## config.mk

```make
export PLATFORM = sky130hd
export DESIGN_NAME = hwd_top
export DESIGN_NICKNAME = d
export VERILOG_FILES = /design/src/hwd_pkg.sv /design/src/hwd_eng_if.sv /design/src/hwd_engine.sv /design/src/hwd_top.sv
export VERILOG_INCLUDE_DIRS = /design/src
export SDC_FILE = /design/constraint.sdc
export NUM_CORES = 1
export LEC_CHECK = 0
export ABC_AREA = 1
export BUFFER_PORTS_ARGS = -buffer_cell sky130_fd_sc_hd__buf_2
export CAP_MARGIN = 20
export CELL_PAD_IN_SITES_DETAIL_PLACEMENT = 0
export CELL_PAD_IN_SITES_GLOBAL_PLACEMENT = 1
export CORE_MARGIN = 2
export CORE_UTILIZATION = 30
export DETAILED_ROUTE_END_ITERATION = 10
export PLACE_DENSITY_LB_ADDON = 0.1
export SYNTH_ARGS = -nofsm -noshare
export SYNTH_HDL_FRONTEND = slang
export SYNTH_SLANG_ARGS = --single-unit
```

## constraint.sdc

```tcl
create_clock -name CORE_CLK_I -period 4.4 [get_ports CORE_CLK_I]
set_input_delay 0.44 -clock CORE_CLK_I [delete_from_list [all_inputs] [get_ports CORE_CLK_I]]
set_output_delay 0.44 -clock CORE_CLK_I [all_outputs]
set_load 0.005 [all_outputs]
```

## src/hwd_defs.svh

```systemverilog
// Register offsets, field positions, reset values and step counts of the hardware divider.
`ifndef HWD_DEFS_SVH
`define HWD_DEFS_SVH

`define HWD_ADDR_W 8
`define HWD_WORD_W 32
`define HWD_OFF_CTRL 8'h00
`define HWD_OFF_DVD_LO 8'h04
`define HWD_OFF_DVD_HI 8'h08
`define HWD_OFF_DVS 8'h0c
`define HWD_OFF_QUO_LO 8'h10
`define HWD_OFF_QUO_HI 8'h14
`define HWD_OFF_REM 8'h18
`define HWD_OFF_IRQ_STAT 8'h1c
`define HWD_OFF_IRQ_MASK 8'h20

`define HWD_BIT_START 0
`define HWD_BIT_MODE 4
`define HWD_BIT_DONE 8
`define HWD_BIT_BUSY 9
`define HWD_BIT_DBZ 10

`define HWD_EVT_DONE 0
`define HWD_EVT_DBZ 1
`define HWD_EVT_W 2

`define HWD_RESET_WORD 32'h0000_0000
`define HWD_OP_CYCLES 32
`define HWD_CNT_W 5
`define HWD_LAST_STEP 5'h1f

`endif

```

## src/hwd_pkg.sv

```systemverilog
// Types shared by the hardware divider modules.
package hwd_pkg;
    typedef logic [7:0] hwd_addr_t;
    typedef logic [31:0] hwd_word_t;
    typedef logic [63:0] hwd_dword_t;
    typedef enum logic [1:0] {
        HWD_IDLE = 2'b01,
        HWD_RUN = 2'b10
    } hwd_state_t;
endpackage

```

## src/hwd_eng_if.sv

```systemverilog
// Carrier between the register front end and the iterative division engine.
`timescale 1ns/1ps
interface hwd_eng_if;
    logic start;
    logic [63:0] dividend;
    logic [31:0] divisor;
    logic busy;
    logic fin;
    logic [63:0] quotient;
    logic [31:0] remainder;
    logic [4:0] step_cnt;
    modport eng (input start, input dividend, input divisor,
                 output busy, output fin, output quotient, output remainder, output step_cnt);
    modport ctl (output start, output dividend, output divisor,
                 input busy, input fin, input quotient, input remainder, input step_cnt);
endinterface

```

## src/hwd_engine.sv

```systemverilog
// Iterative restoring divider engine, two quotient bits per clock.
`timescale 1ns/1ps
`include "hwd_defs.svh"
module hwd_engine (
    // Clock, reset and enable.
    input wire logic clk_i,
    input wire logic rst_i,
    input wire logic ce_i,
    // Link to the register front end.
    hwd_eng_if.eng eng
);
    import hwd_pkg::*;

    hwd_state_t state;
    logic [4:0] cnt;
    logic [95:0] acc;
    logic [31:0] dvs;
    logic [95:0] next_acc;
    logic last;

    // One shift-and-subtract step on {remainder, dividend shift register}.
    function automatic logic [95:0] div_step(input logic [95:0] a, input logic [31:0] d);
        logic [32:0] r;
        logic [32:0] diff;
        r = a[95:63];
        diff = r - {1'b0, d};
        if (r >= {1'b0, d}) begin
            div_step = {diff[31:0], a[62:0], 1'b1};
        end else begin
            div_step = {r[31:0], a[62:0], 1'b0};
        end
    endfunction

    assign next_acc = div_step(div_step(acc, dvs), dvs);
    assign last = (state == HWD_RUN) && (cnt == `HWD_LAST_STEP);
    assign eng.busy = (state == HWD_RUN);
    assign eng.fin = last;
    assign eng.step_cnt = cnt;

    // Sequencer; a start while running is dropped.
    always_ff @(posedge clk_i) begin
        if (rst_i) begin
            state <= HWD_IDLE;
        end else if (ce_i) begin
            case (state)
                HWD_IDLE: begin
                    if (eng.start) begin
                        state <= HWD_RUN;
                    end
                end
                HWD_RUN: begin
                    if (last) begin
                        state <= HWD_IDLE;
                    end
                end
                default: begin
                    state <= HWD_IDLE;
                end
            endcase
        end
    end

    // Step counter.
    always_ff @(posedge clk_i) begin
        if (rst_i) begin
            cnt <= 5'h00;
        end else if (ce_i) begin
            if (state == HWD_IDLE) begin
                cnt <= 5'h00;
            end else begin
                cnt <= cnt + 5'h01;
            end
        end
    end

    // Operand capture and the working accumulator.
    always_ff @(posedge clk_i) begin
        if (rst_i) begin
            acc <= 96'h0;
            dvs <= 32'h0;
        end else if (ce_i) begin
            if (state == HWD_IDLE && eng.start) begin
                // unsigned operands, remainder starts at zero.
                acc <= {32'h0, eng.dividend};
                dvs <= eng.divisor;
            end else if (state == HWD_RUN) begin
                acc <= next_acc;
            end
        end
    end

    // results held until the next completion.
    always_ff @(posedge clk_i) begin
        if (rst_i) begin
            eng.quotient <= 64'h0;
            eng.remainder <= 32'h0;
        end else if (ce_i && last) begin
            eng.quotient <= next_acc[63:0];
            eng.remainder <= next_acc[95:64];
        end
    end
endmodule

```

## src/hwd_top.sv

```systemverilog
// Memory-mapped 64 by 32 unsigned hardware divider with register front end.
`timescale 1ns/1ps
`include "hwd_defs.svh"
module hwd_top (
    // Clock, reset and enable.
    input wire logic CORE_CLK_I,
    input wire logic SYS_RST_I,
    input wire logic CORE_CE_I,
    // Register port.
    input wire hwd_pkg::hwd_addr_t REG_ADDR_I,
    input wire hwd_pkg::hwd_word_t REG_WDATA_I,
    input wire logic REG_WR_I,
    input wire logic REG_RD_I,
    output hwd_pkg::hwd_word_t REG_RDATA_O,
    // Interrupt.
    output logic IRQ_O
);
    import hwd_pkg::*;

    hwd_eng_if eng_bus ();

    hwd_word_t dividend_low;
    hwd_word_t dividend_high;
    hwd_word_t divisor_value;
    logic mode;
    logic done_flag;
    logic dbz_flag;
    logic dbz_pend;
    logic [1:0] irq_stat;
    logic [1:0] irq_mask;
    logic [1:0] next_stat;
    logic [1:0] evt;
    logic wr_ctrl;
    logic wr_dvs;
    logic trig;
    logic go;
    hwd_word_t ctrl_view;
    hwd_word_t next_rdata;

    // Address decode of writes.
    function automatic logic hit(input hwd_addr_t a, input hwd_addr_t off);
        hit = (a == off);
    endfunction

    assign wr_ctrl = REG_WR_I && hit(REG_ADDR_I, `HWD_OFF_CTRL);
    assign wr_dvs = REG_WR_I && hit(REG_ADDR_I, `HWD_OFF_DVS);

    // Start trigger selection.
    // manual start bit in mode 0.
    // divisor write starts in mode 1.
    // start bit ignored in mode 1.
    assign trig = mode ? wr_dvs : (wr_ctrl && REG_WDATA_I[`HWD_BIT_START]);
    assign go = trig && !eng_bus.busy;

    // Operands to the engine; a divisor write in auto mode takes the new value.
    // high word on top, low word below.
    assign eng_bus.start = go;
    assign eng_bus.dividend = {dividend_high, dividend_low};
    assign eng_bus.divisor = wr_dvs ? REG_WDATA_I : divisor_value;

    hwd_engine u_engine (
        .clk_i (CORE_CLK_I),
        .rst_i (SYS_RST_I),
        .ce_i (CORE_CE_I),
        .eng (eng_bus.eng)
    );

    // Operand registers; the engine holds its own copy, so rewriting them mid-run is harmless.
    // the divisor write is what launches in auto mode.
    always_ff @(posedge CORE_CLK_I) begin
        if (SYS_RST_I) begin
            dividend_low <= `HWD_RESET_WORD;
            dividend_high <= `HWD_RESET_WORD;
            divisor_value <= `HWD_RESET_WORD;
        end else if (CORE_CE_I && REG_WR_I) begin
            if (hit(REG_ADDR_I, `HWD_OFF_DVD_LO)) begin
                dividend_low <= REG_WDATA_I;
            end
            if (hit(REG_ADDR_I, `HWD_OFF_DVD_HI)) begin
                dividend_high <= REG_WDATA_I;
            end
            if (hit(REG_ADDR_I, `HWD_OFF_DVS)) begin
                divisor_value <= REG_WDATA_I;
            end
        end
    end

    // Trigger mode bit of the control register.
    always_ff @(posedge CORE_CLK_I) begin
        if (SYS_RST_I) begin
            mode <= 1'b0;
        end else if (CORE_CE_I && wr_ctrl) begin
            mode <= REG_WDATA_I[`HWD_BIT_MODE];
        end
    end

    // Completion and divide-by-zero flags.
    // start clears, completion sets done.
    always_ff @(posedge CORE_CLK_I) begin
        if (SYS_RST_I) begin
            done_flag <= 1'b0;
            dbz_flag <= 1'b0;
            dbz_pend <= 1'b0;
        end else if (CORE_CE_I) begin
            if (go) begin
                done_flag <= 1'b0;
                dbz_flag <= 1'b0;
                dbz_pend <= (eng_bus.divisor == 32'h0);
            end else if (eng_bus.fin) begin
                done_flag <= 1'b1;
                dbz_flag <= dbz_pend;
            end
        end
    end

    // Interrupt events: a done pulse, and a done pulse with a zero divisor.
    assign evt = {eng_bus.fin && dbz_pend, eng_bus.fin};

    // Sticky status, write one to clear; a new event beats the clear.
    always_comb begin
        next_stat = irq_stat;
        if (REG_WR_I && hit(REG_ADDR_I, `HWD_OFF_IRQ_STAT)) begin
            next_stat = irq_stat & ~REG_WDATA_I[1:0];
        end
        next_stat = next_stat | evt;
    end

    always_ff @(posedge CORE_CLK_I) begin
        if (SYS_RST_I) begin
            irq_stat <= 2'h0;
        end else if (CORE_CE_I) begin
            irq_stat <= next_stat;
        end
    end

    // Interrupt mask register.
    always_ff @(posedge CORE_CLK_I) begin
        if (SYS_RST_I) begin
            irq_mask <= 2'h0;
        end else if (CORE_CE_I && REG_WR_I && hit(REG_ADDR_I, `HWD_OFF_IRQ_MASK)) begin
            irq_mask <= REG_WDATA_I[1:0];
        end
    end

    // Level interrupt while an unmasked status bit is set.
    always_ff @(posedge CORE_CLK_I) begin
        if (SYS_RST_I) begin
            IRQ_O <= 1'b0;
        end else if (CORE_CE_I) begin
            IRQ_O <= |(next_stat & irq_mask);
        end
    end

    // Control register view; the start bit reads zero.
    // busy on bit 9.
    always_comb begin
        ctrl_view = `HWD_RESET_WORD;
        ctrl_view[`HWD_BIT_MODE] = mode;
        ctrl_view[`HWD_BIT_DONE] = done_flag;
        ctrl_view[`HWD_BIT_BUSY] = eng_bus.busy;
        ctrl_view[`HWD_BIT_DBZ] = dbz_flag;
    end

    // Read multiplexer; unmapped offsets read zero.
    // low quotient word.
    always_comb begin
        case (REG_ADDR_I)
            `HWD_OFF_CTRL: next_rdata = ctrl_view;
            `HWD_OFF_DVD_LO: next_rdata = dividend_low;
            `HWD_OFF_DVD_HI: next_rdata = dividend_high;
            `HWD_OFF_DVS: next_rdata = divisor_value;
            `HWD_OFF_QUO_LO: next_rdata = eng_bus.quotient[31:0];
            `HWD_OFF_QUO_HI: next_rdata = eng_bus.quotient[63:32];
            `HWD_OFF_REM: next_rdata = eng_bus.remainder;
            `HWD_OFF_IRQ_STAT: next_rdata = {30'h0, irq_stat};
            `HWD_OFF_IRQ_MASK: next_rdata = {30'h0, irq_mask};
            default: next_rdata = `HWD_RESET_WORD;
        endcase
    end

    // Read data stands in the cycle after the strobe only.
    always_ff @(posedge CORE_CLK_I) begin
        if (SYS_RST_I) begin
            REG_RDATA_O <= `HWD_RESET_WORD;
        end else if (CORE_CE_I) begin
            REG_RDATA_O <= REG_RD_I ? next_rdata : `HWD_RESET_WORD;
        end
    end

    // Reference copies of the operands for checking results.
    hwd_word_t ref_hi;
    hwd_word_t ref_lo;
    hwd_word_t ref_b;

    always_ff @(posedge CORE_CLK_I) begin
        if (SYS_RST_I) begin
            ref_hi <= `HWD_RESET_WORD;
            ref_lo <= `HWD_RESET_WORD;
            ref_b <= `HWD_RESET_WORD;
        end else if (CORE_CE_I && go) begin
            ref_hi <= dividend_high;
            ref_lo <= dividend_low;
            ref_b <= eng_bus.divisor;
        end
    end

    // Independent count of busy cycles since the start; it freezes with the clock enable like the engine.
    logic [5:0] run_len;

    always_ff @(posedge CORE_CLK_I) begin
        if (SYS_RST_I) begin
            run_len <= 6'h00;
        end else if (CORE_CE_I) begin
            if (go) begin
                run_len <= 6'h00;
            end else if (eng_bus.busy) begin
                run_len <= run_len + 6'h01;
            end
        end
    end

    // Completion is visible one edge after the 32nd busy cycle.
    a_done_latency: assert property (@(posedge CORE_CLK_I) disable iff (SYS_RST_I || !CORE_CE_I)
        go |-> (##33 (done_flag && !eng_bus.busy)))
        else $error("done not set 32 cycles after start");

    // The last step falls in the 32nd busy cycle, pauses excluded.
    a_run_length: assert property (@(posedge CORE_CLK_I) disable iff (SYS_RST_I || !CORE_CE_I)
        eng_bus.fin |-> (run_len == 6'h1f))
        else $error("division did not take 32 cycles");

    // Busy holds through all 32 cycles of the run.
    a_busy_hold: assert property (@(posedge CORE_CLK_I) disable iff (SYS_RST_I || !CORE_CE_I)
        go |=> eng_bus.busy [*8] ##1 eng_bus.busy [*8] ##1 eng_bus.busy [*8] ##1 eng_bus.busy [*8])
        else $error("busy dropped during a division");

    // Starting clears the done and zero flags.
    a_start_clear: assert property (@(posedge CORE_CLK_I) disable iff (SYS_RST_I || !CORE_CE_I)
        go |=> (!done_flag && !dbz_flag && eng_bus.busy))
        else $error("start did not clear flags or set busy");

    // Done and busy never stand together.
    a_done_busy_excl: assert property (@(posedge CORE_CLK_I) disable iff (SYS_RST_I)
        !(done_flag && eng_bus.busy))
        else $error("done and busy both high");

    // Quotient matches the reference division.
    a_quot_value: assert property (@(posedge CORE_CLK_I) disable iff (SYS_RST_I || !CORE_CE_I)
        ($rose(done_flag) && ref_b != 32'h0) |->
        eng_bus.quotient == ({ref_hi, ref_lo} / {32'h0, ref_b}))
        else $error("quotient wrong");

    // Remainder matches the reference division.
    a_rem_value: assert property (@(posedge CORE_CLK_I) disable iff (SYS_RST_I || !CORE_CE_I)
        ($rose(done_flag) && ref_b != 32'h0) |->
        {32'h0, eng_bus.remainder} == ({ref_hi, ref_lo} % {32'h0, ref_b}))
        else $error("remainder wrong");

    // Results stay put while a division is still running.
    a_result_hold: assert property (@(posedge CORE_CLK_I) disable iff (SYS_RST_I || !CORE_CE_I)
        (eng_bus.busy && !eng_bus.fin) |=> ($stable(eng_bus.quotient) && $stable(eng_bus.remainder)))
        else $error("results changed before completion");

    // Zero flag follows the divisor of the finished operation.
    a_dbz_value: assert property (@(posedge CORE_CLK_I) disable iff (SYS_RST_I || !CORE_CE_I)
        $rose(done_flag) |-> (dbz_flag == (ref_b == 32'h0)))
        else $error("divide by zero flag wrong");

    // A zero-divisor completion raises both the flag and its status bit.
    a_dbz_event: assert property (@(posedge CORE_CLK_I) disable iff (SYS_RST_I || !CORE_CE_I)
        (eng_bus.fin && dbz_pend) |=> (dbz_flag && irq_stat[`HWD_EVT_DBZ]))
        else $error("zero divisor event lost");

    // Every completion sets the done status bit, even against a clear.
    a_done_event: assert property (@(posedge CORE_CLK_I) disable iff (SYS_RST_I || !CORE_CE_I)
        eng_bus.fin |=> (done_flag && irq_stat[`HWD_EVT_DONE]))
        else $error("done event lost");

    // A control read returns the busy state of the read cycle.
    a_busy_read: assert property (@(posedge CORE_CLK_I) disable iff (SYS_RST_I || !CORE_CE_I)
        (REG_RD_I && REG_ADDR_I == `HWD_OFF_CTRL) |=> (REG_RDATA_O[`HWD_BIT_BUSY] == $past(eng_bus.busy)))
        else $error("busy bit read wrong");

    // Read data is zero outside the cycle after a read strobe.
    a_rdata_quiet: assert property (@(posedge CORE_CLK_I) disable iff (SYS_RST_I || !CORE_CE_I)
        !REG_RD_I |=> (REG_RDATA_O == 32'h0000_0000))
        else $error("read data outside its cycle");

    // In manual mode a start bit write from idle launches a run.
    a_manual_start: assert property (@(posedge CORE_CLK_I) disable iff (SYS_RST_I || !CORE_CE_I)
        (!mode && wr_ctrl && REG_WDATA_I[`HWD_BIT_START] && !eng_bus.busy) |=>
        (eng_bus.busy && eng_bus.step_cnt == 5'h00))
        else $error("start bit did not start");

    // In auto mode a start bit write alone does nothing.
    a_start_ignored: assert property (@(posedge CORE_CLK_I) disable iff (SYS_RST_I || !CORE_CE_I)
        (mode && wr_ctrl && REG_WDATA_I[`HWD_BIT_START] && !wr_dvs && !eng_bus.busy) |=>
        !eng_bus.busy)
        else $error("start bit launched in auto mode");

    // In auto mode a divisor write from idle launches a run.
    a_auto_start: assert property (@(posedge CORE_CLK_I) disable iff (SYS_RST_I || !CORE_CE_I)
        (mode && wr_dvs && !eng_bus.busy) |=> (eng_bus.busy && eng_bus.step_cnt == 5'h00))
        else $error("divisor write did not start");

    // A trigger mid-run leaves the step count advancing.
    a_no_restart: assert property (@(posedge CORE_CLK_I) disable iff (SYS_RST_I || !CORE_CE_I)
        (trig && eng_bus.busy && !eng_bus.fin) |=> (eng_bus.step_cnt == $past(eng_bus.step_cnt) + 5'h01))
        else $error("running division disturbed");

    // Main scenarios.
    c_manual_run: cover property (@(posedge CORE_CLK_I) disable iff (SYS_RST_I)
        (!mode && go) ##33 done_flag);
    c_auto_run: cover property (@(posedge CORE_CLK_I) disable iff (SYS_RST_I)
        (mode && go) ##33 done_flag);
    c_paused_run: cover property (@(posedge CORE_CLK_I) disable iff (SYS_RST_I)
        eng_bus.busy && !CORE_CE_I);
    c_zero_div: cover property (@(posedge CORE_CLK_I) disable iff (SYS_RST_I)
        $rose(dbz_flag));
    c_busy_trig: cover property (@(posedge CORE_CLK_I) disable iff (SYS_RST_I)
        trig && eng_bus.busy);
endmodule

```

==> impl_metrics.ini <==
[status]
status = finished, final reports clean

[timing]
clock.fmax_ghz = 0.241
worst_pin_slew_ns = 1.08
slew_violations = 0
setup_violations = 0
fin_skew_ns = 0.0230
fin_crit_ns = 4.16
setup-tns-final_ns = 0
min_period_over_period_pct = 94.5
hold_ws_ns = 0.141
finalHoldViolCount = 0
max_slew_margin_pct = 27.3

[logic_synthesis]
yosysWarnings = 0
syn_area_um2 = 20900
ys_top_cells_by_area = dfxtp_1, nand2_1, a21oi_1, o21ai_0, inv_1
synth_ff_type = dfxtp_1
synth_cells = 3073
ys_top_cells_by_count = nand2_1, inv_1, dfxtp_1
async_flop_share_pct = 0
synth_edf_count = 0
synth.top_cell.area_share_pct = 35.2
synthesis.nets = 3186
yosysSeqAreaShare_pct = 35.2
yosysUniqueCellTypes = 52
avgSynthCellArea_um2 = 6.81
yosys.area.top_type = dfxtp_1
synth_seq_cells = 368
yosysMostFrequentCell = nand2_1

[pwr]
sequentialPowerShare_pct = 40.7
p_int_w = 0.00587
combPwrFrac_pct = 16.6
swShare_pct = 28.6
pwr-share-clk_pct = 42.7
p_leak_nw = 12.0
powerDensity_nw_per_um2 = 311
ir_worst_vdd_mv = 0.306
power_switching_w = 0.00235

[cells_and_area]
antenna_cells = 0
n_fill_cell = 7451
area_delta_synth_final_pct = 26.1
final_nets = 3461
drive_above_1_share_pct = 22.5
final_cells = 4306

[cts]
clk_path_buf_depth = 3
cts_max_level = 2
clk_latency_ns = 0.59
tritoncts = yes
clk_pin_slew_worst_paths_ns = 0.06
cts_made_buffers = 44
cts_hold_buf = 0
clock-root-buffer = clkbuf_16
cts.sinks = 368

[placement]
place_hpwl_um = 66800
post-place-cells = 4222
gp_congestion = 0.958
port_buffers = 77

[global_routing]
grt_max_degree = 127
grt.total_usage_pct = 25.1
grt_pass1_vias = 20732
grt_antenna_before_repair = 0
grt-ovfl-total = 0
grt_pass1_wl_um = 135000

[routing]
post_drt_wl_per_cell_um = 21.3
met3_length_um = 3280
routed_via_density = 5.00
wl_met2_um = 43100
wl_met1_um = 42900
route.final.wire_length_um = 91800
drt_first_iter_violations = 1634
num_vias = 21521
highest_layer = met4
ant_nets = 0
drc = 0
first_pass_iters = 6

[worst_setup_path]
required_ns = 4.88
crit_path_top_delay_cell = fa_1
crit_path_frequent_cell = nand2_1
cp_slowest_stage_delay_ns = 0.39
crit_arrival_ns = 4.63
cp-end-kind = flip-flop
start_kind = flip-flop
r2r-start = u_engine.acc[63]
crit_type = flip-flop to flip-flop
startpoint = u_engine.acc[63]
rrSetupSlack_ns = 0.24
critPathMaxFanout = 17

[die]
fp.coreArea_um2 = 68800
ios = 78
die_x_um = 268
dieHeight_um = 268
die_area_um2 = 71900
rows = 96
start_util_pct = 30.4

[flow_run]
cap_viol_max_count = 0

[min_path]
min_path_type = input pin to flip-flop
hold_start = REG_WDATA_I[17]
critical path, delay by kind of cell (launching register included):
kind	cells	cell delay [ns]
DFF	1	0.31
buffers and inverters	8	0.90
adders and majority gates	3	0.93
and+or+nand+nor	15	1.78
AOI/OAI and AO/OA	1	0.12
cells in the final DEF, fill, tap and decap left out, types with 36 or more instances in the layout:
cell type  count
nand2_1      637
inv_1        406
dfxtp_1      364
a21oi_1      324
o21ai_0      316
buf_4        290
nor2_1       149
nand2_2      107
buf_2         76
a31oi_1       67
nand3_1       65
clkbuf_16     46
a21oi_2       41
nand3_2       36
worst paths after layout:
path | end | cells past startpoint
max | u_engine.eng.remainder[3] | 27
min | dividend_low[17] | 3
max reg2reg | u_engine.eng.remainder[3] | 27
min reg2reg | u_engine.eng.quotient[30] | 2
kinds of logic after synthesis:
kind of cell | synth area share, %
simple gates | 24.0
xor+xnor | 1.59
flops | 35.2
compound gates | 23.7
fa+ha+maj | 4.14
buf+inv | 11.3
through the flow:
stage | util, % | total power (W) | setup slack [ns] | instance area, um^2
after floorplan | - | 0.00416 | 0.645 | 20900
after global placement | 35.2 | 0.00467 | -0.489 | 24200
after detailed placement | 35.2 | 0.00467 | -0.477 | 24200
after CTS | 37.3 | 0.00822 | 0.00453 | 25700
after global routing | 38.4 | 0.00855 | -0.0253 | 26400
final | 38.4 | 0.00821 | 0.244 | 26400
flip-flops by register name, indices dropped and copies added (netlist names):
name	flops
dbz_pend	1
dividend_high	32
dbz_flag	1
u_engine.state	2
irq_stat	2
done_flag	1
u_engine.eng.remainder	32
divisor_value	32
u_engine.eng.quotient	64
u_engine.dvs	32
IRQ_O	1
u_engine.acc	96
REG_RDATA_O	32
irq_mask	2
dividend_low	32
u_engine.eng.step_cnt	5
mode	1
layer usage:
metal	global-route usage, %	up-vias
met3	2.20	116
met5	0	-
met2	42.3	481
li1	-	10640
met4	7.04	0
met1	34.2	10284
cell type report:
| cell class | count | area, um^2 | share of cell area [%] |
|---|---|---|---|
| Multi-Input combinational cell | 2117 | 11900 | 45.1 |
| Clock buffer | 67 | 1280 | 4.84 |
| Clock inverter | 6 | 68.8 | 0.261 |
| Tap cell | 931 | 1160 | 4.41 |
| Sequential cell | 368 | 7370 | 27.9 |
| Timing Repair Buffer | 390 | 2980 | 11.3 |
| Inverter | 427 | 1610 | 6.10 |
power groups by stage:
stage	clock network, W	logic [W]	registers (W)
floorplan	0	0.000749	0.00341
global placement	0	0.00126	0.00341
detailed placement	0	0.00126	0.00341
CTS	0.00360	0.00128	0.00334
global route	0.00373	0.00147	0.00334
finish	0.00350	0.00137	0.00334
repair_timing:
action,in CTS,in global routing
setup endpoints to repair,66,66
pin swaps,2,9
gates resized for setup,26,143
gates cloned,0,1
setup buffers,3,7
Note: power is estimated with default switching activity, not from simulation.
